--- src/hw/ipx_pkg.sv ---
// Constants, register map and field layout of the IR/proximity sensor control.
// Assumes a single 10 MHz clock standing in for the internal oscillator.
// What this block does
// - Power up idle, result registers read zero until a measurement runs.
// - Once modes run one conversion, then power down keeping the result.
// - Continuous modes convert back to back, overwriting the result each time.
// - Writing the power-down mode stops converting immediately.
// - Mode field bits 7:5: 000 off, 010/011 once, 110/111 continuous; others reserved.
// - IR modes convert with LED idle, unsigned result up to 16 bits.
// - Proximity modes drive the LED during conversion with programmed level and modulation.
// - Integration length counts oscillator cycles with an n-bit counter, n=4/8/12/16.
// - Four conversion ranges selectable by the master at any time.
// - Alarm is an active-low open-drain pull-down mirrored in a status bit.
// - Alarm rises after m consecutive results outside the threshold window.
// - Persistence bits 1:0 give m of 1, 4, 8 or 16.
// - Once set, alarm bit stays high and pin low regardless of readings.
// - Alarm bit and pin clear when a transfer to register 0 completes.
// - Control registers hold their contents until overwritten.
// - Eight 8-bit registers; four hold 16-bit upper and lower thresholds.
// - Slave answers fixed 7-bit address 1000100, eighth bit is read/write.
// - The receiver of a byte pulls SDA low in the acknowledge slot.
// - Config bits 3:2 pick width: 00=16, 01=12, 10=8, 11=4 bits.
// - Config bit 6: 0 steady LED drive, 1 modulates at about 385 kHz (13-clock half period).
// - Config bits 5:4 pick LED drive 12.5, 25, 50 or 100 mA.
// - Result low byte at index 2, high byte at 3, refreshed each conversion.
package ipx_pkg;
  // Register indices
  localparam logic [2:0] IDX_OP_CTRL  = 3'h0;
  localparam logic [2:0] IDX_SENSE    = 3'h1;
  localparam logic [2:0] IDX_RES_LO   = 3'h2;
  localparam logic [2:0] IDX_RES_HI   = 3'h3;
  localparam logic [2:0] IDX_LOWER_LO = 3'h4;
  localparam logic [2:0] IDX_LOWER_HI = 3'h5;
  localparam logic [2:0] IDX_UPPER_LO = 3'h6;
  localparam logic [2:0] IDX_UPPER_HI = 3'h7;
  // Reset values
  localparam logic [7:0] RST_CTRL     = 8'h00;
  localparam logic [7:0] RST_LOWER    = 8'h00;
  localparam logic [7:0] RST_UPPER    = 8'hff;
  // Field positions
  localparam int OP_MSB = 7;
  localparam int OP_LSB = 5;
  localparam int FLAG_BIT = 2;
  localparam int PERS_MSB = 1;
  localparam int FREQ_BIT = 6;
  localparam int DRV_MSB = 5;
  localparam int DRV_LSB = 4;
  localparam int WID_MSB = 3;
  localparam int WID_LSB = 2;
  localparam int SCL_MSB = 1;
  // Operating modes
  localparam logic [2:0] MODE_OFF      = 3'h0;
  localparam logic [2:0] MODE_IR_ONCE  = 3'h2;
  localparam logic [2:0] MODE_PX_ONCE  = 3'h3;
  localparam logic [2:0] MODE_IR_CONT  = 3'h6;
  localparam logic [2:0] MODE_PX_CONT  = 3'h7;
  // Width codes and their cycle counts
  localparam logic [1:0] WID_16 = 2'h0;
  localparam logic [1:0] WID_12 = 2'h1;
  localparam logic [1:0] WID_8  = 2'h2;
  localparam logic [1:0] WID_4  = 2'h3;
  localparam int CYC_W4  = 16;
  localparam int CYC_W8  = 256;
  localparam int CYC_W12 = 4096;
  localparam int CYC_W16 = 65536;
  // Persistence counts
  localparam logic [4:0] PERS_M0 = 5'h01;
  localparam logic [4:0] PERS_M1 = 5'h04;
  localparam logic [4:0] PERS_M2 = 5'h08;
  localparam logic [4:0] PERS_M3 = 5'h10;
  // Bus address and timing
  localparam logic [6:0] SLAVE_ADDR = 7'h44;
  localparam int CLK_HZ     = 10_000_000;
  localparam int LED_MOD_HZ = 360_000;
  localparam int MOD_HALF_CYC = CLK_HZ / (2 * LED_MOD_HZ);
endpackage

--- src/hw/ipx_regbus_if.sv ---
// Register access carrier between the serial slave and the sensor core.
// Assumes both ends run on clk_sys.
`timescale 1ns/1ns
interface ipx_regbus_if;
  logic       wr_stb;
  logic [2:0] idx;
  logic [7:0] wr_data;
  logic [7:0] rd_data;
  logic       reg0_done;
  modport slave (
    output wr_stb,
    output idx,
    output wr_data,
    output reg0_done,
    input  rd_data
  );
  modport core (
    input  wr_stb,
    input  idx,
    input  wr_data,
    input  reg0_done,
    output rd_data
  );
endinterface

--- src/hw/ipx_sensor_ctrl.sv ---
// Top of the IR/proximity sensor control: registers, conversion sequencer,
// LED drive, threshold alarm with persistence.
// Assumes clk_sys acts as the conversion oscillator, and that the analog
// front end emits one charge-balance pulse per quantum on adc_pulse_in.
`timescale 1ns/1ns
module ipx_sensor_ctrl
  import ipx_pkg::*;
#(
  parameter int CONV_CYCLES_16 = CYC_W16
)(
  // Clock and reset
  input  wire logic        clk_sys,
  input  wire logic        resetn,
  // Serial bus pins
  input  wire logic        scl_in,
  input  wire logic        sda_in,
  output      logic        sda_out,
  output      logic        sda_oe,
  // Alarm pin, open drain, active low
  output      logic        alarm_n_out,
  output      logic        alarm_n_oe,
  // LED driver
  output      logic        led_drive_pin,
  output      logic [1:0]  led_drive_level,
  // Analog front end
  input  wire logic        adc_pulse_in,
  output      logic        adc_integrate,
  output      logic [1:0]  adc_scale
);
  // Elaboration check on the shortenable conversion length
  if (CONV_CYCLES_16 < CYC_W12 || CONV_CYCLES_16 > CYC_W16) begin : g_chk
    $error("CONV_CYCLES_16 out of range");
  end

  typedef enum logic [1:0] {
    C_OFF  = 2'b01,
    C_CONV = 2'b10
  } ipx_conv_state_t;

  ipx_regbus_if rb ();

  ipx_i2c_slave u_slave (
    .clk_sys   (clk_sys),
    .resetn    (resetn),
    .scl_in    (scl_in),
    .sda_in    (sda_in),
    .sda_oe_ff (sda_oe),
    .rb        (rb.slave)
  );

  // Registers
  logic [2:0]      op_mode_ff;
  logic [1:0]      persist_ff;
  logic            flag_ff;
  logic [7:0]      sense_ff;
  logic [15:0]     result_ff;
  logic [15:0]     lower_ff;
  logic [15:0]     upper_ff;
  ipx_conv_state_t cst_ff;
  logic [16:0]     cyc_ff;
  logic [16:0]     len_ff;
  logic [15:0]     acc_ff;
  logic [15:0]     cap_ff;
  logic            once_ff;
  logic            prox_ff;
  logic [4:0]      pcnt_ff;
  logic [2:0]      pls_sy_ff;
  logic [3:0]      mod_cnt_ff;
  logic            mod_ph_ff;
  logic            sda_out_ff;
  logic            led_ff;
  logic            integ_ff;
  logic [1:0]      lvl_ff;
  logic [1:0]      scale_ff;

  // Field views
  wire [1:0] wid_sel   = sense_ff[WID_MSB:WID_LSB];
  wire       freq_sel  = sense_ff[FREQ_BIT];

  // Register write decode
  wire wr0 = rb.wr_stb && rb.idx == IDX_OP_CTRL;
  wire wr1 = rb.wr_stb && rb.idx == IDX_SENSE;
  wire wr4 = rb.wr_stb && rb.idx == IDX_LOWER_LO;
  wire wr5 = rb.wr_stb && rb.idx == IDX_LOWER_HI;
  wire wr6 = rb.wr_stb && rb.idx == IDX_UPPER_LO;
  wire wr7 = rb.wr_stb && rb.idx == IDX_UPPER_HI;

  // Mode decode of a freshly written mode byte
  wire [2:0] new_mode  = rb.wr_data[OP_MSB:OP_LSB];
  wire       new_valid = new_mode inside {MODE_IR_ONCE, MODE_PX_ONCE, MODE_IR_CONT, MODE_PX_CONT};
  wire       new_once  = new_mode inside {MODE_IR_ONCE, MODE_PX_ONCE};
  wire       new_prox  = new_mode inside {MODE_PX_ONCE, MODE_PX_CONT};

  // Conversion length and saturation mask by width
  logic [16:0] nxt_len;
  logic [15:0] sat_max;
  always_comb begin
    unique case (wid_sel)
      WID_16: begin
        nxt_len = 17'(CONV_CYCLES_16);
        sat_max = 16'hffff;
      end
      WID_12: begin
        nxt_len = 17'(CYC_W12);
        sat_max = 16'h0fff;
      end
      WID_8: begin
        nxt_len = 17'(CYC_W8);
        sat_max = 16'h00ff;
      end
      WID_4: begin
        nxt_len = 17'(CYC_W4);
        sat_max = 16'h000f;
      end
    endcase
  end

  // Conversion events
  wire pulse_ev  = pls_sy_ff[1] & ~pls_sy_ff[2];
  wire conv_end  = cst_ff == C_CONV && cyc_ff == len_ff - 17'h1;
  wire [15:0] acc_next = (pulse_ev && acc_ff != cap_ff) ? acc_ff + 16'h1 : acc_ff;

  // Threshold window and persistence decode
  wire       out_win  = acc_next > upper_ff || acc_next < lower_ff;
  logic [4:0] pers_m;
  always_comb begin
    unique case (persist_ff)
      2'h0: pers_m = PERS_M0;
      2'h1: pers_m = PERS_M1;
      2'h2: pers_m = PERS_M2;
      2'h3: pers_m = PERS_M3;
    endcase
  end
  wire [4:0] pcnt_inc = (pcnt_ff == PERS_M3) ? pcnt_ff : pcnt_ff + 5'h1;
  wire       trip     = conv_end && out_win && pcnt_inc >= pers_m;

  // Read data mux
  logic [7:0] rd_mux;
  always_comb begin
    unique case (rb.idx)
      IDX_OP_CTRL:  rd_mux = {op_mode_ff, 2'b00, flag_ff, persist_ff};
      IDX_SENSE:    rd_mux = sense_ff;
      IDX_RES_LO:   rd_mux = result_ff[7:0];
      IDX_RES_HI:   rd_mux = result_ff[15:8];
      IDX_LOWER_LO: rd_mux = lower_ff[7:0];
      IDX_LOWER_HI: rd_mux = lower_ff[15:8];
      IDX_UPPER_LO: rd_mux = upper_ff[7:0];
      IDX_UPPER_HI: rd_mux = upper_ff[15:8];
    endcase
  end
  assign rb.rd_data = rd_mux;

  // Control registers, held until overwritten
  always_ff @(posedge clk_sys or negedge resetn) begin
    if (!resetn) begin
      op_mode_ff <= RST_CTRL[OP_MSB:OP_LSB];
      persist_ff <= RST_CTRL[PERS_MSB:0];
      sense_ff   <= RST_CTRL;
    end else begin
      if (wr0) begin
        op_mode_ff <= new_mode;
        persist_ff <= rb.wr_data[PERS_MSB:0];
      end
      if (wr1) begin
        sense_ff <= rb.wr_data;
      end
    end
  end

  // Threshold registers
  always_ff @(posedge clk_sys or negedge resetn) begin
    if (!resetn) begin
      lower_ff <= {RST_LOWER, RST_LOWER};
      upper_ff <= {RST_UPPER, RST_UPPER};
    end else begin
      if (wr4) lower_ff[7:0]  <= rb.wr_data;
      if (wr5) lower_ff[15:8] <= rb.wr_data;
      if (wr6) upper_ff[7:0]  <= rb.wr_data;
      if (wr7) upper_ff[15:8] <= rb.wr_data;
    end
  end

  // Front-end pulse synchroniser with edge history
  always_ff @(posedge clk_sys or negedge resetn) begin
    if (!resetn) begin
      pls_sy_ff <= 3'h0;
    end else begin
      pls_sy_ff <= {pls_sy_ff[1:0], adc_pulse_in};
    end
  end

  // Conversion sequencer
  always_ff @(posedge clk_sys or negedge resetn) begin
    if (!resetn) begin
      cst_ff    <= C_OFF;
      cyc_ff    <= 17'h0;
      len_ff    <= 17'h0;
      acc_ff    <= 16'h0;
      cap_ff    <= 16'h0;
      once_ff   <= 1'b0;
      prox_ff   <= 1'b0;
      result_ff <= 16'h0;
    end else if (wr0) begin
      // Any mode write restarts or stops the converter
      cst_ff  <= new_valid ? C_CONV : C_OFF;
      cyc_ff  <= 17'h0;
      acc_ff  <= 16'h0;
      len_ff  <= nxt_len;
      cap_ff  <= sat_max;
      once_ff <= new_once;
      prox_ff <= new_prox;
    end else begin
      unique case (cst_ff)
        C_OFF: ;
        C_CONV: begin
          if (conv_end) begin
            result_ff <= acc_next;
            acc_ff    <= 16'h0;
            cyc_ff    <= 17'h0;
            len_ff    <= nxt_len;
            cap_ff    <= sat_max;
            cst_ff    <= once_ff ? C_OFF : C_CONV;
          end else begin
            acc_ff <= acc_next;
            cyc_ff <= cyc_ff + 17'h1;
          end
        end
      endcase
    end
  end

  // Persistence counter and sticky alarm flag
  always_ff @(posedge clk_sys or negedge resetn) begin
    if (!resetn) begin
      pcnt_ff <= 5'h0;
      flag_ff <= 1'b0;
    end else begin
      if (conv_end) begin
        pcnt_ff <= out_win ? pcnt_inc : 5'h0;
      end
      if (trip) begin
        flag_ff <= 1'b1;
      end else if (rb.reg0_done) begin
        flag_ff <= 1'b0;
      end
    end
  end

  // Modulation divider for the LED
  always_ff @(posedge clk_sys or negedge resetn) begin
    if (!resetn) begin
      mod_cnt_ff <= 4'h0;
      mod_ph_ff  <= 1'b1;
    end else if (mod_cnt_ff == 4'(MOD_HALF_CYC - 1)) begin
      mod_cnt_ff <= 4'h0;
      mod_ph_ff  <= ~mod_ph_ff;
    end else begin
      mod_cnt_ff <= mod_cnt_ff + 4'h1;
    end
  end

  // Registered pin and front-end outputs
  always_ff @(posedge clk_sys or negedge resetn) begin
    if (!resetn) begin
      sda_out_ff <= 1'b0;
      led_ff     <= 1'b0;
      integ_ff   <= 1'b0;
      lvl_ff     <= 2'h0;
      scale_ff   <= 2'h0;
    end else begin
      sda_out_ff <= 1'b0;
      // Window covers all len cycles, the end cycle included
      integ_ff   <= cst_ff == C_CONV;
      led_ff     <= cst_ff == C_CONV && prox_ff && (!freq_sel || mod_ph_ff);
      lvl_ff     <= sense_ff[DRV_MSB:DRV_LSB];
      scale_ff   <= sense_ff[SCL_MSB:0];
    end
  end

  assign sda_out         = sda_out_ff;
  assign alarm_n_out     = sda_out_ff;
  assign alarm_n_oe      = flag_ff;
  assign led_drive_pin   = led_ff;
  assign led_drive_level = lvl_ff;
  assign adc_integrate   = integ_ff;
  assign adc_scale       = scale_ff;
endmodule

--- src/hw/ipx_i2c_slave.sv ---
// Serial two-wire slave: address match, index write, data write and read.
// Assumes SCL and SDA arrive unsynchronised from pins.
`timescale 1ns/1ns
module ipx_i2c_slave
  import ipx_pkg::*;
(
  // Clock and reset
  input  wire logic        clk_sys,
  input  wire logic        resetn,
  // Pins
  input  wire logic        scl_in,
  input  wire logic        sda_in,
  output      logic        sda_oe_ff,
  // Register side
  ipx_regbus_if.slave      rb
);
  typedef enum logic [8:0] {
    S_IDLE = 9'h001, S_ADDR = 9'h002, S_ACKA = 9'h004, S_WIDX = 9'h008, S_ACKI = 9'h010,
    S_WDAT = 9'h020, S_ACKD = 9'h040, S_RDAT = 9'h080, S_RACK = 9'h100
  } ipx_sl_state_t;

  ipx_sl_state_t state_ff;
  logic [2:0]    scl_sy_ff, sda_sy_ff;
  logic [7:0]    sh_ff;
  logic [2:0]    cnt_ff, idx_ff;
  logic          done_ff, rw_ff, hit_ff, nack_ff, stb_ff, r0_ff;

  // Edge and bus condition decode, never from the first sync stage
  wire scl_rise = scl_sy_ff[1] & ~scl_sy_ff[2];
  wire scl_fall = ~scl_sy_ff[1] & scl_sy_ff[2];
  wire start_c  = scl_sy_ff[1] & scl_sy_ff[2] & ~sda_sy_ff[1] & sda_sy_ff[2];
  wire stop_c   = scl_sy_ff[1] & scl_sy_ff[2] & sda_sy_ff[1] & ~sda_sy_ff[2];
  wire addr_ok  = sh_ff[7:1] == SLAVE_ADDR;

  assign rb.wr_stb    = stb_ff;
  assign rb.idx       = idx_ff;
  assign rb.wr_data   = sh_ff;
  assign rb.reg0_done = r0_ff;

  // Two-stage synchronisers plus edge history
  always_ff @(posedge clk_sys or negedge resetn) begin
    if (!resetn) begin
      scl_sy_ff <= 3'h7;
      sda_sy_ff <= 3'h7;
    end else begin
      scl_sy_ff <= {scl_sy_ff[1:0], scl_in};
      sda_sy_ff <= {sda_sy_ff[1:0], sda_in};
    end
  end

  // Transfer sequencer
  always_ff @(posedge clk_sys or negedge resetn) begin
    if (!resetn) begin
      state_ff <= S_IDLE; sh_ff <= 8'h00; cnt_ff <= 3'h0; idx_ff <= 3'h0;
      done_ff <= 1'b0; rw_ff <= 1'b0; hit_ff <= 1'b0; nack_ff <= 1'b0;
      stb_ff <= 1'b0; r0_ff <= 1'b0; sda_oe_ff <= 1'b0;
    end else begin
      stb_ff <= 1'b0;
      r0_ff  <= 1'b0;
      if (start_c) begin
        state_ff <= S_ADDR; cnt_ff <= 3'h0; done_ff <= 1'b0; hit_ff <= 1'b0; sda_oe_ff <= 1'b0;
      end else if (stop_c) begin
        state_ff  <= S_IDLE;
        sda_oe_ff <= 1'b0;
        r0_ff     <= hit_ff && (idx_ff == IDX_OP_CTRL);
      end else if (scl_rise && (state_ff inside {S_ADDR, S_WIDX, S_WDAT})) begin
        sh_ff   <= {sh_ff[6:0], sda_sy_ff[1]};
        cnt_ff  <= cnt_ff + 3'h1;
        done_ff <= cnt_ff == 3'h7;
      end else if (scl_rise && state_ff == S_RACK) begin
        nack_ff <= sda_sy_ff[1];
      end else if (scl_fall) begin
        unique case (state_ff)
          S_IDLE: ;
          S_ADDR, S_WIDX, S_WDAT: if (done_ff) begin
            done_ff <= 1'b0;
            if (state_ff == S_ADDR) begin
              if (addr_ok) begin
                sda_oe_ff <= 1'b1;
                rw_ff <= sh_ff[0]; hit_ff <= 1'b1; state_ff <= S_ACKA;
              end else state_ff <= S_IDLE;
            end else if (state_ff == S_WIDX) begin
              idx_ff <= sh_ff[2:0]; sda_oe_ff <= 1'b1; state_ff <= S_ACKI;
            end else begin
              stb_ff <= 1'b1; sda_oe_ff <= 1'b1; state_ff <= S_ACKD;
            end
          end
          S_ACKA: begin
            cnt_ff <= 3'h0;
            if (rw_ff) begin
              sh_ff <= rb.rd_data; sda_oe_ff <= ~rb.rd_data[7]; state_ff <= S_RDAT;
            end else begin
              sda_oe_ff <= 1'b0; state_ff <= S_WIDX;
            end
          end
          S_ACKI, S_ACKD: begin
            sda_oe_ff <= 1'b0; cnt_ff <= 3'h0; state_ff <= S_WDAT;
          end
          S_RDAT: if (cnt_ff == 3'h7) begin
            sda_oe_ff <= 1'b0; state_ff <= S_RACK;
          end else begin
            sda_oe_ff <= ~sh_ff[6]; sh_ff <= {sh_ff[6:0], 1'b0}; cnt_ff <= cnt_ff + 3'h1;
          end
          S_RACK: if (nack_ff) state_ff <= S_IDLE;
          else begin
            sh_ff <= rb.rd_data; sda_oe_ff <= ~rb.rd_data[7]; cnt_ff <= 3'h0; state_ff <= S_RDAT;
          end
        endcase
      end
    end
  end
endmodule

--- config.mk ---
export PLATFORM = sky130hd
export DESIGN_NAME = ipx_sensor_ctrl
export DESIGN_NICKNAME = d
export VERILOG_FILES = /design/src/hw/ipx_pkg.sv /design/src/hw/ipx_regbus_if.sv /design/src/hw/ipx_sensor_ctrl.sv /design/src/hw/ipx_i2c_slave.sv
export SDC_FILE = /design/constraint.sdc
export NUM_CORES = 1
export LEC_CHECK = 0
export BUFFER_PORTS_ARGS = -buffer_cell sky130_fd_sc_hd__clkbuf_2
export CAP_MARGIN = 40
export CORE_MARGIN = 2
export CORE_UTILIZATION = 45
export CTS_CLUSTER_SIZE = 24
export DETAILED_ROUTE_END_ITERATION = 7
export SYNTH_ARGS = -nofsm -noshare
export SYNTH_HDL_FRONTEND = slang
export SYNTH_SLANG_ARGS = --single-unit
--- constraint.sdc ---
create_clock -name clk_sys -period 9.21 [get_ports clk_sys]
set_input_delay 1.3815 -clock clk_sys [delete_from_list [all_inputs] [get_ports clk_sys]]
set_output_delay 1.3815 -clock clk_sys [all_outputs]
set_load 0.02 [all_outputs]
==> impl_metrics.env <==
export IMPL_clk_pin_slew_ps=70
export IMPL_yosysSeqAreaShare_pct=44.1
export IMPL_start_util_pct=45.6
export IMPL_yosys_area_top_type="dfrtp_1"
export IMPL_io_pins=15
export IMPL_cp_end_kind="flop"
export IMPL_dieWidth_um=147
export IMPL_powerDensity_nw_per_um2=169
export IMPL_avgSynthCellArea_um2=9.81
export IMPL_numCtsBuffers=17
export IMPL_slowest_stage="or4_1"
export IMPL_slew_limit_headroom_pct=40.8
export IMPL_syn_area_um2=9200
export IMPL_critPathArrivalTime_ps=4720
export IMPL_timing_final_crit_share_pct=47.7
export IMPL_gp_congestion=0.856
export IMPL_drive_gt1_share_pct=16.6
export IMPL_clock_path_buffers=2
export IMPL_nets=981
export IMPL_critical_path_class="reg -> reg"
export IMPL_io_buffer_count=12
export IMPL_finClkSkew_ps=9.67
export IMPL_fmax_mhz=228
export IMPL_async_flop_share_pct=100
export IMPL_period_minus_slack_ps=4400
export IMPL_final_antenna_net_count=0
export IMPL_rsz0062_at_grt="false"
export IMPL_routed_wl_um=22500
export IMPL_tns_ps=0
export IMPL_clk_latency_ps=430
export IMPL_globalRouteTotalUtil_pct=21.9
export IMPL_min_path_type="reg -> reg"
export IMPL_cp_start_kind="flop"
export IMPL_status="completed"
export IMPL_crit_fanout=9
export IMPL_yosysTopAreaCellShare_pct=37.0
export IMPL_grt_start_max_net_pins=67
export IMPL_synth_cells=938
export IMPL_vias=6909
export IMPL_dpl_hpwl_um=16300
export IMPL_ys_types=72
export IMPL_placed_area_um2=9550
export IMPL_fin_cells=1215
export IMPL_post_drt_wl_per_cell_um=18.5
export IMPL_hold_buffers=0
export IMPL_ys_top_cells_by_area="dfrtp_1 (37%), mux2_2 (7.5%), dfstp_2 (7.1%), ha_1 (6.0%), nand2_1 (3.6%)"
export IMPL_finalInstanceArea_um2=10100
export IMPL_cpPeakStageDelay_ps=730
export IMPL_postCtsSetupBuffers=0
export IMPL_syn_to_final_growth_pct=10.2
export IMPL_post_cts_resized=0
export IMPL_fillers=1895
export IMPL_dr_pass1_iters=4
export IMPL_dp_cells=1183
export IMPL_leakage_nw=4.48
export IMPL_irDropWorstVdd_mv=0.117
export IMPL_coreArea_um2=20200
export IMPL_first_iter_violations=429
export IMPL_grt_pass1_wl_um=37000
export IMPL_htreeDepth=4
export IMPL_antennaDiodeCount=0
export IMPL_hold_viol=0
export IMPL_maxCapViolations=0
export IMPL_fp_row_count=52
export IMPL_path_cells="or4_1 -> o22a_1 -> or4_1 -> nand3_1 -> xnor2_1 -> ha_1 -> a21o_1 -> a21o_1 -> a211o_1 -> a211oi_1 -> a31oi_4 -> o32ai_1"
export IMPL_grt_overflow_total=0
export IMPL_setup_viol=0
export IMPL_antenna_found_initial=0
export IMPL_viasPerCell=5.69
export IMPL_worstMarginPinSlew_ps=886
export IMPL_synth_enable_flop_cells=0
export IMPL_cts_sinks=161
export IMPL_synth_ff_type="dfrtp_1"
export IMPL_cts_root_buf="clkbuf_16"
export IMPL_yosys_warnings=0
export IMPL_cts_tree="done"
export IMPL_grt_pass1_vias=6715
export IMPL_final_max_slew_viol_count=0
export IMPL_required_ps=9530
export IMPL_drc=0
export IMPL_ys_seq_elements=161
export IMPL_dieArea_um2=21600
export IMPL_die_y_um=147
==> logic make-up after synthesis <==
family                     Yosys count  share of synthesized area (%)
other                                1                         0.0407
AOI/OAI and AO/OA                  164                           11.8
muxes                               91                           11.5
DFF                                161                           44.1
buffers and inverters              112                           4.74
adders and majority gates           44                           5.98
and+or+nand+nor                    325                           18.1
xor gates and xnor gates            40                           3.81
==> cell usage after synthesis, drive strengths merged (10+ instances only) <==
| cell | n |
|---|---|
| a21oi | 27 |
| a31oi | 21 |
| and3 | 16 |
| clkbuf | 41 |
| dfrtp | 136 |
| dfstp | 25 |
| ha | 44 |
| inv | 62 |
| mux2 | 63 |
| mux2i | 23 |
| nand2 | 89 |
| nand2b | 10 |
| nand3 | 36 |
| nand4 | 20 |
| nor2 | 66 |
| nor2b | 11 |
| nor3 | 14 |
| nor4 | 16 |
| nor4b | 10 |
| o21ai | 46 |
| xnor2 | 20 |
| xor2 | 20 |
==> per-stage QoR <==
step	total power, mW	util, %	worst slack, ps	hold WS, ps
CTS	1.73	50.3	4820	347
finish	1.71	50.3	4810	342
detailed placement	1.00	47.3	4850	335
global route	1.79	50.3	4650	361
global placement	0.998	47.0	4850	334
floorplan	0.923	-	5330	331
==> metal layers <==
metal	track usage, %	part of all wire, %	vias to the layer above	wire, um
met2	34.6	47	109	10600
met1	31.0	48	3418	10800
li1	-	-	3362	-
met5	0	0	-	0
met4	5.96	1.7	0	384
met3	4.16	3.1	20	707
==> worst paths after layout <==
| path | start | to | slack (ps) | cells after the start |
|---|---|---|---|---|
| setup reg to reg | acc_ff[8] | alarm_n_oe | 4810 | 12 |
| min in group asynchronous | resetn | cyc_ff[13] | 860 | 1 |
| max in group asynchronous | resetn | upper_ff[4] | 7160 | 4 |
| hold reg to reg | pls_sy_ff[0] | pls_sy_ff[1] | 340 | 0 |
| setup / recovery | acc_ff[8] | alarm_n_oe | 4810 | 12 |
| hold / removal | pls_sy_ff[0] | pls_sy_ff[1] | 340 | 0 |
==> where the power goes <==
group	switching [mW]	internal [mW]	leakage, nW
logic	0.101	0.0697	2.08
registers	0.0803	0.741	2.12
clock network	0.298	0.424	0.288
==> critical path: cells and delay by family (launching register included) <==
kind	cells	cell delay (ps)
AO/OA/AOI/OAI	7	1780
AND/OR/NAND/NOR	3	1490
flip-flops	1	460
adder cells (fa/ha/maj)	1	330
XOR/XNOR	1	230
==> cell usage in the layout (no fill, tap or decap), types with 10 or more instances in the layout <==
cell type	netlist	layout
and3_1	16	16
nor2b_1	11	11
o21ai_0	41	41
clkbuf_16	0	17
clkbuf_2	0	11
nand2b_1	10	10
nand4_1	20	20
nand3_1	36	36
dfrtp_1	136	136
xor2_1	20	20
mux2i_1	23	23
mux2_2	61	61
nand2_1	89	89
inv_1	62	62
dfstp_2	25	25
ha_1	44	44
nor2_1	66	66
a21oi_1	27	27
a31oi_1	20	20
nor3_1	14	14
nor4_1	15	15
xnor2_1	20	20
==> sequential cells by signal, indices dropped and copies added (netlist names), 4 cells and up <==
name,count
cyc_ff,17
cap_ff,4
u_slave.state_ff,9
sense_ff,8
mod_cnt_ff,4
pcnt_ff,5
lower_ff,16
result_ff,16
upper_ff,16
u_slave.rb.wr_data,8
acc_ff,16
==> layout make-up <==
| cell class | instances | area [um2] | area share, % |
|---|---|---|---|
| well taps | 270 | 338 | 3.33 |
| clock buffers | 22 | 474 | 4.67 |
| inverters | 62 | 233 | 2.29 |
| multi-input cells | 666 | 4720 | 46.6 |
| flip-flops and latches | 161 | 4060 | 40.0 |
| repair buffers | 24 | 194 | 1.91 |
| clock inverters | 10 | 124 | 1.22 |
No activity file was read; power rests on OpenSTA's default activity.
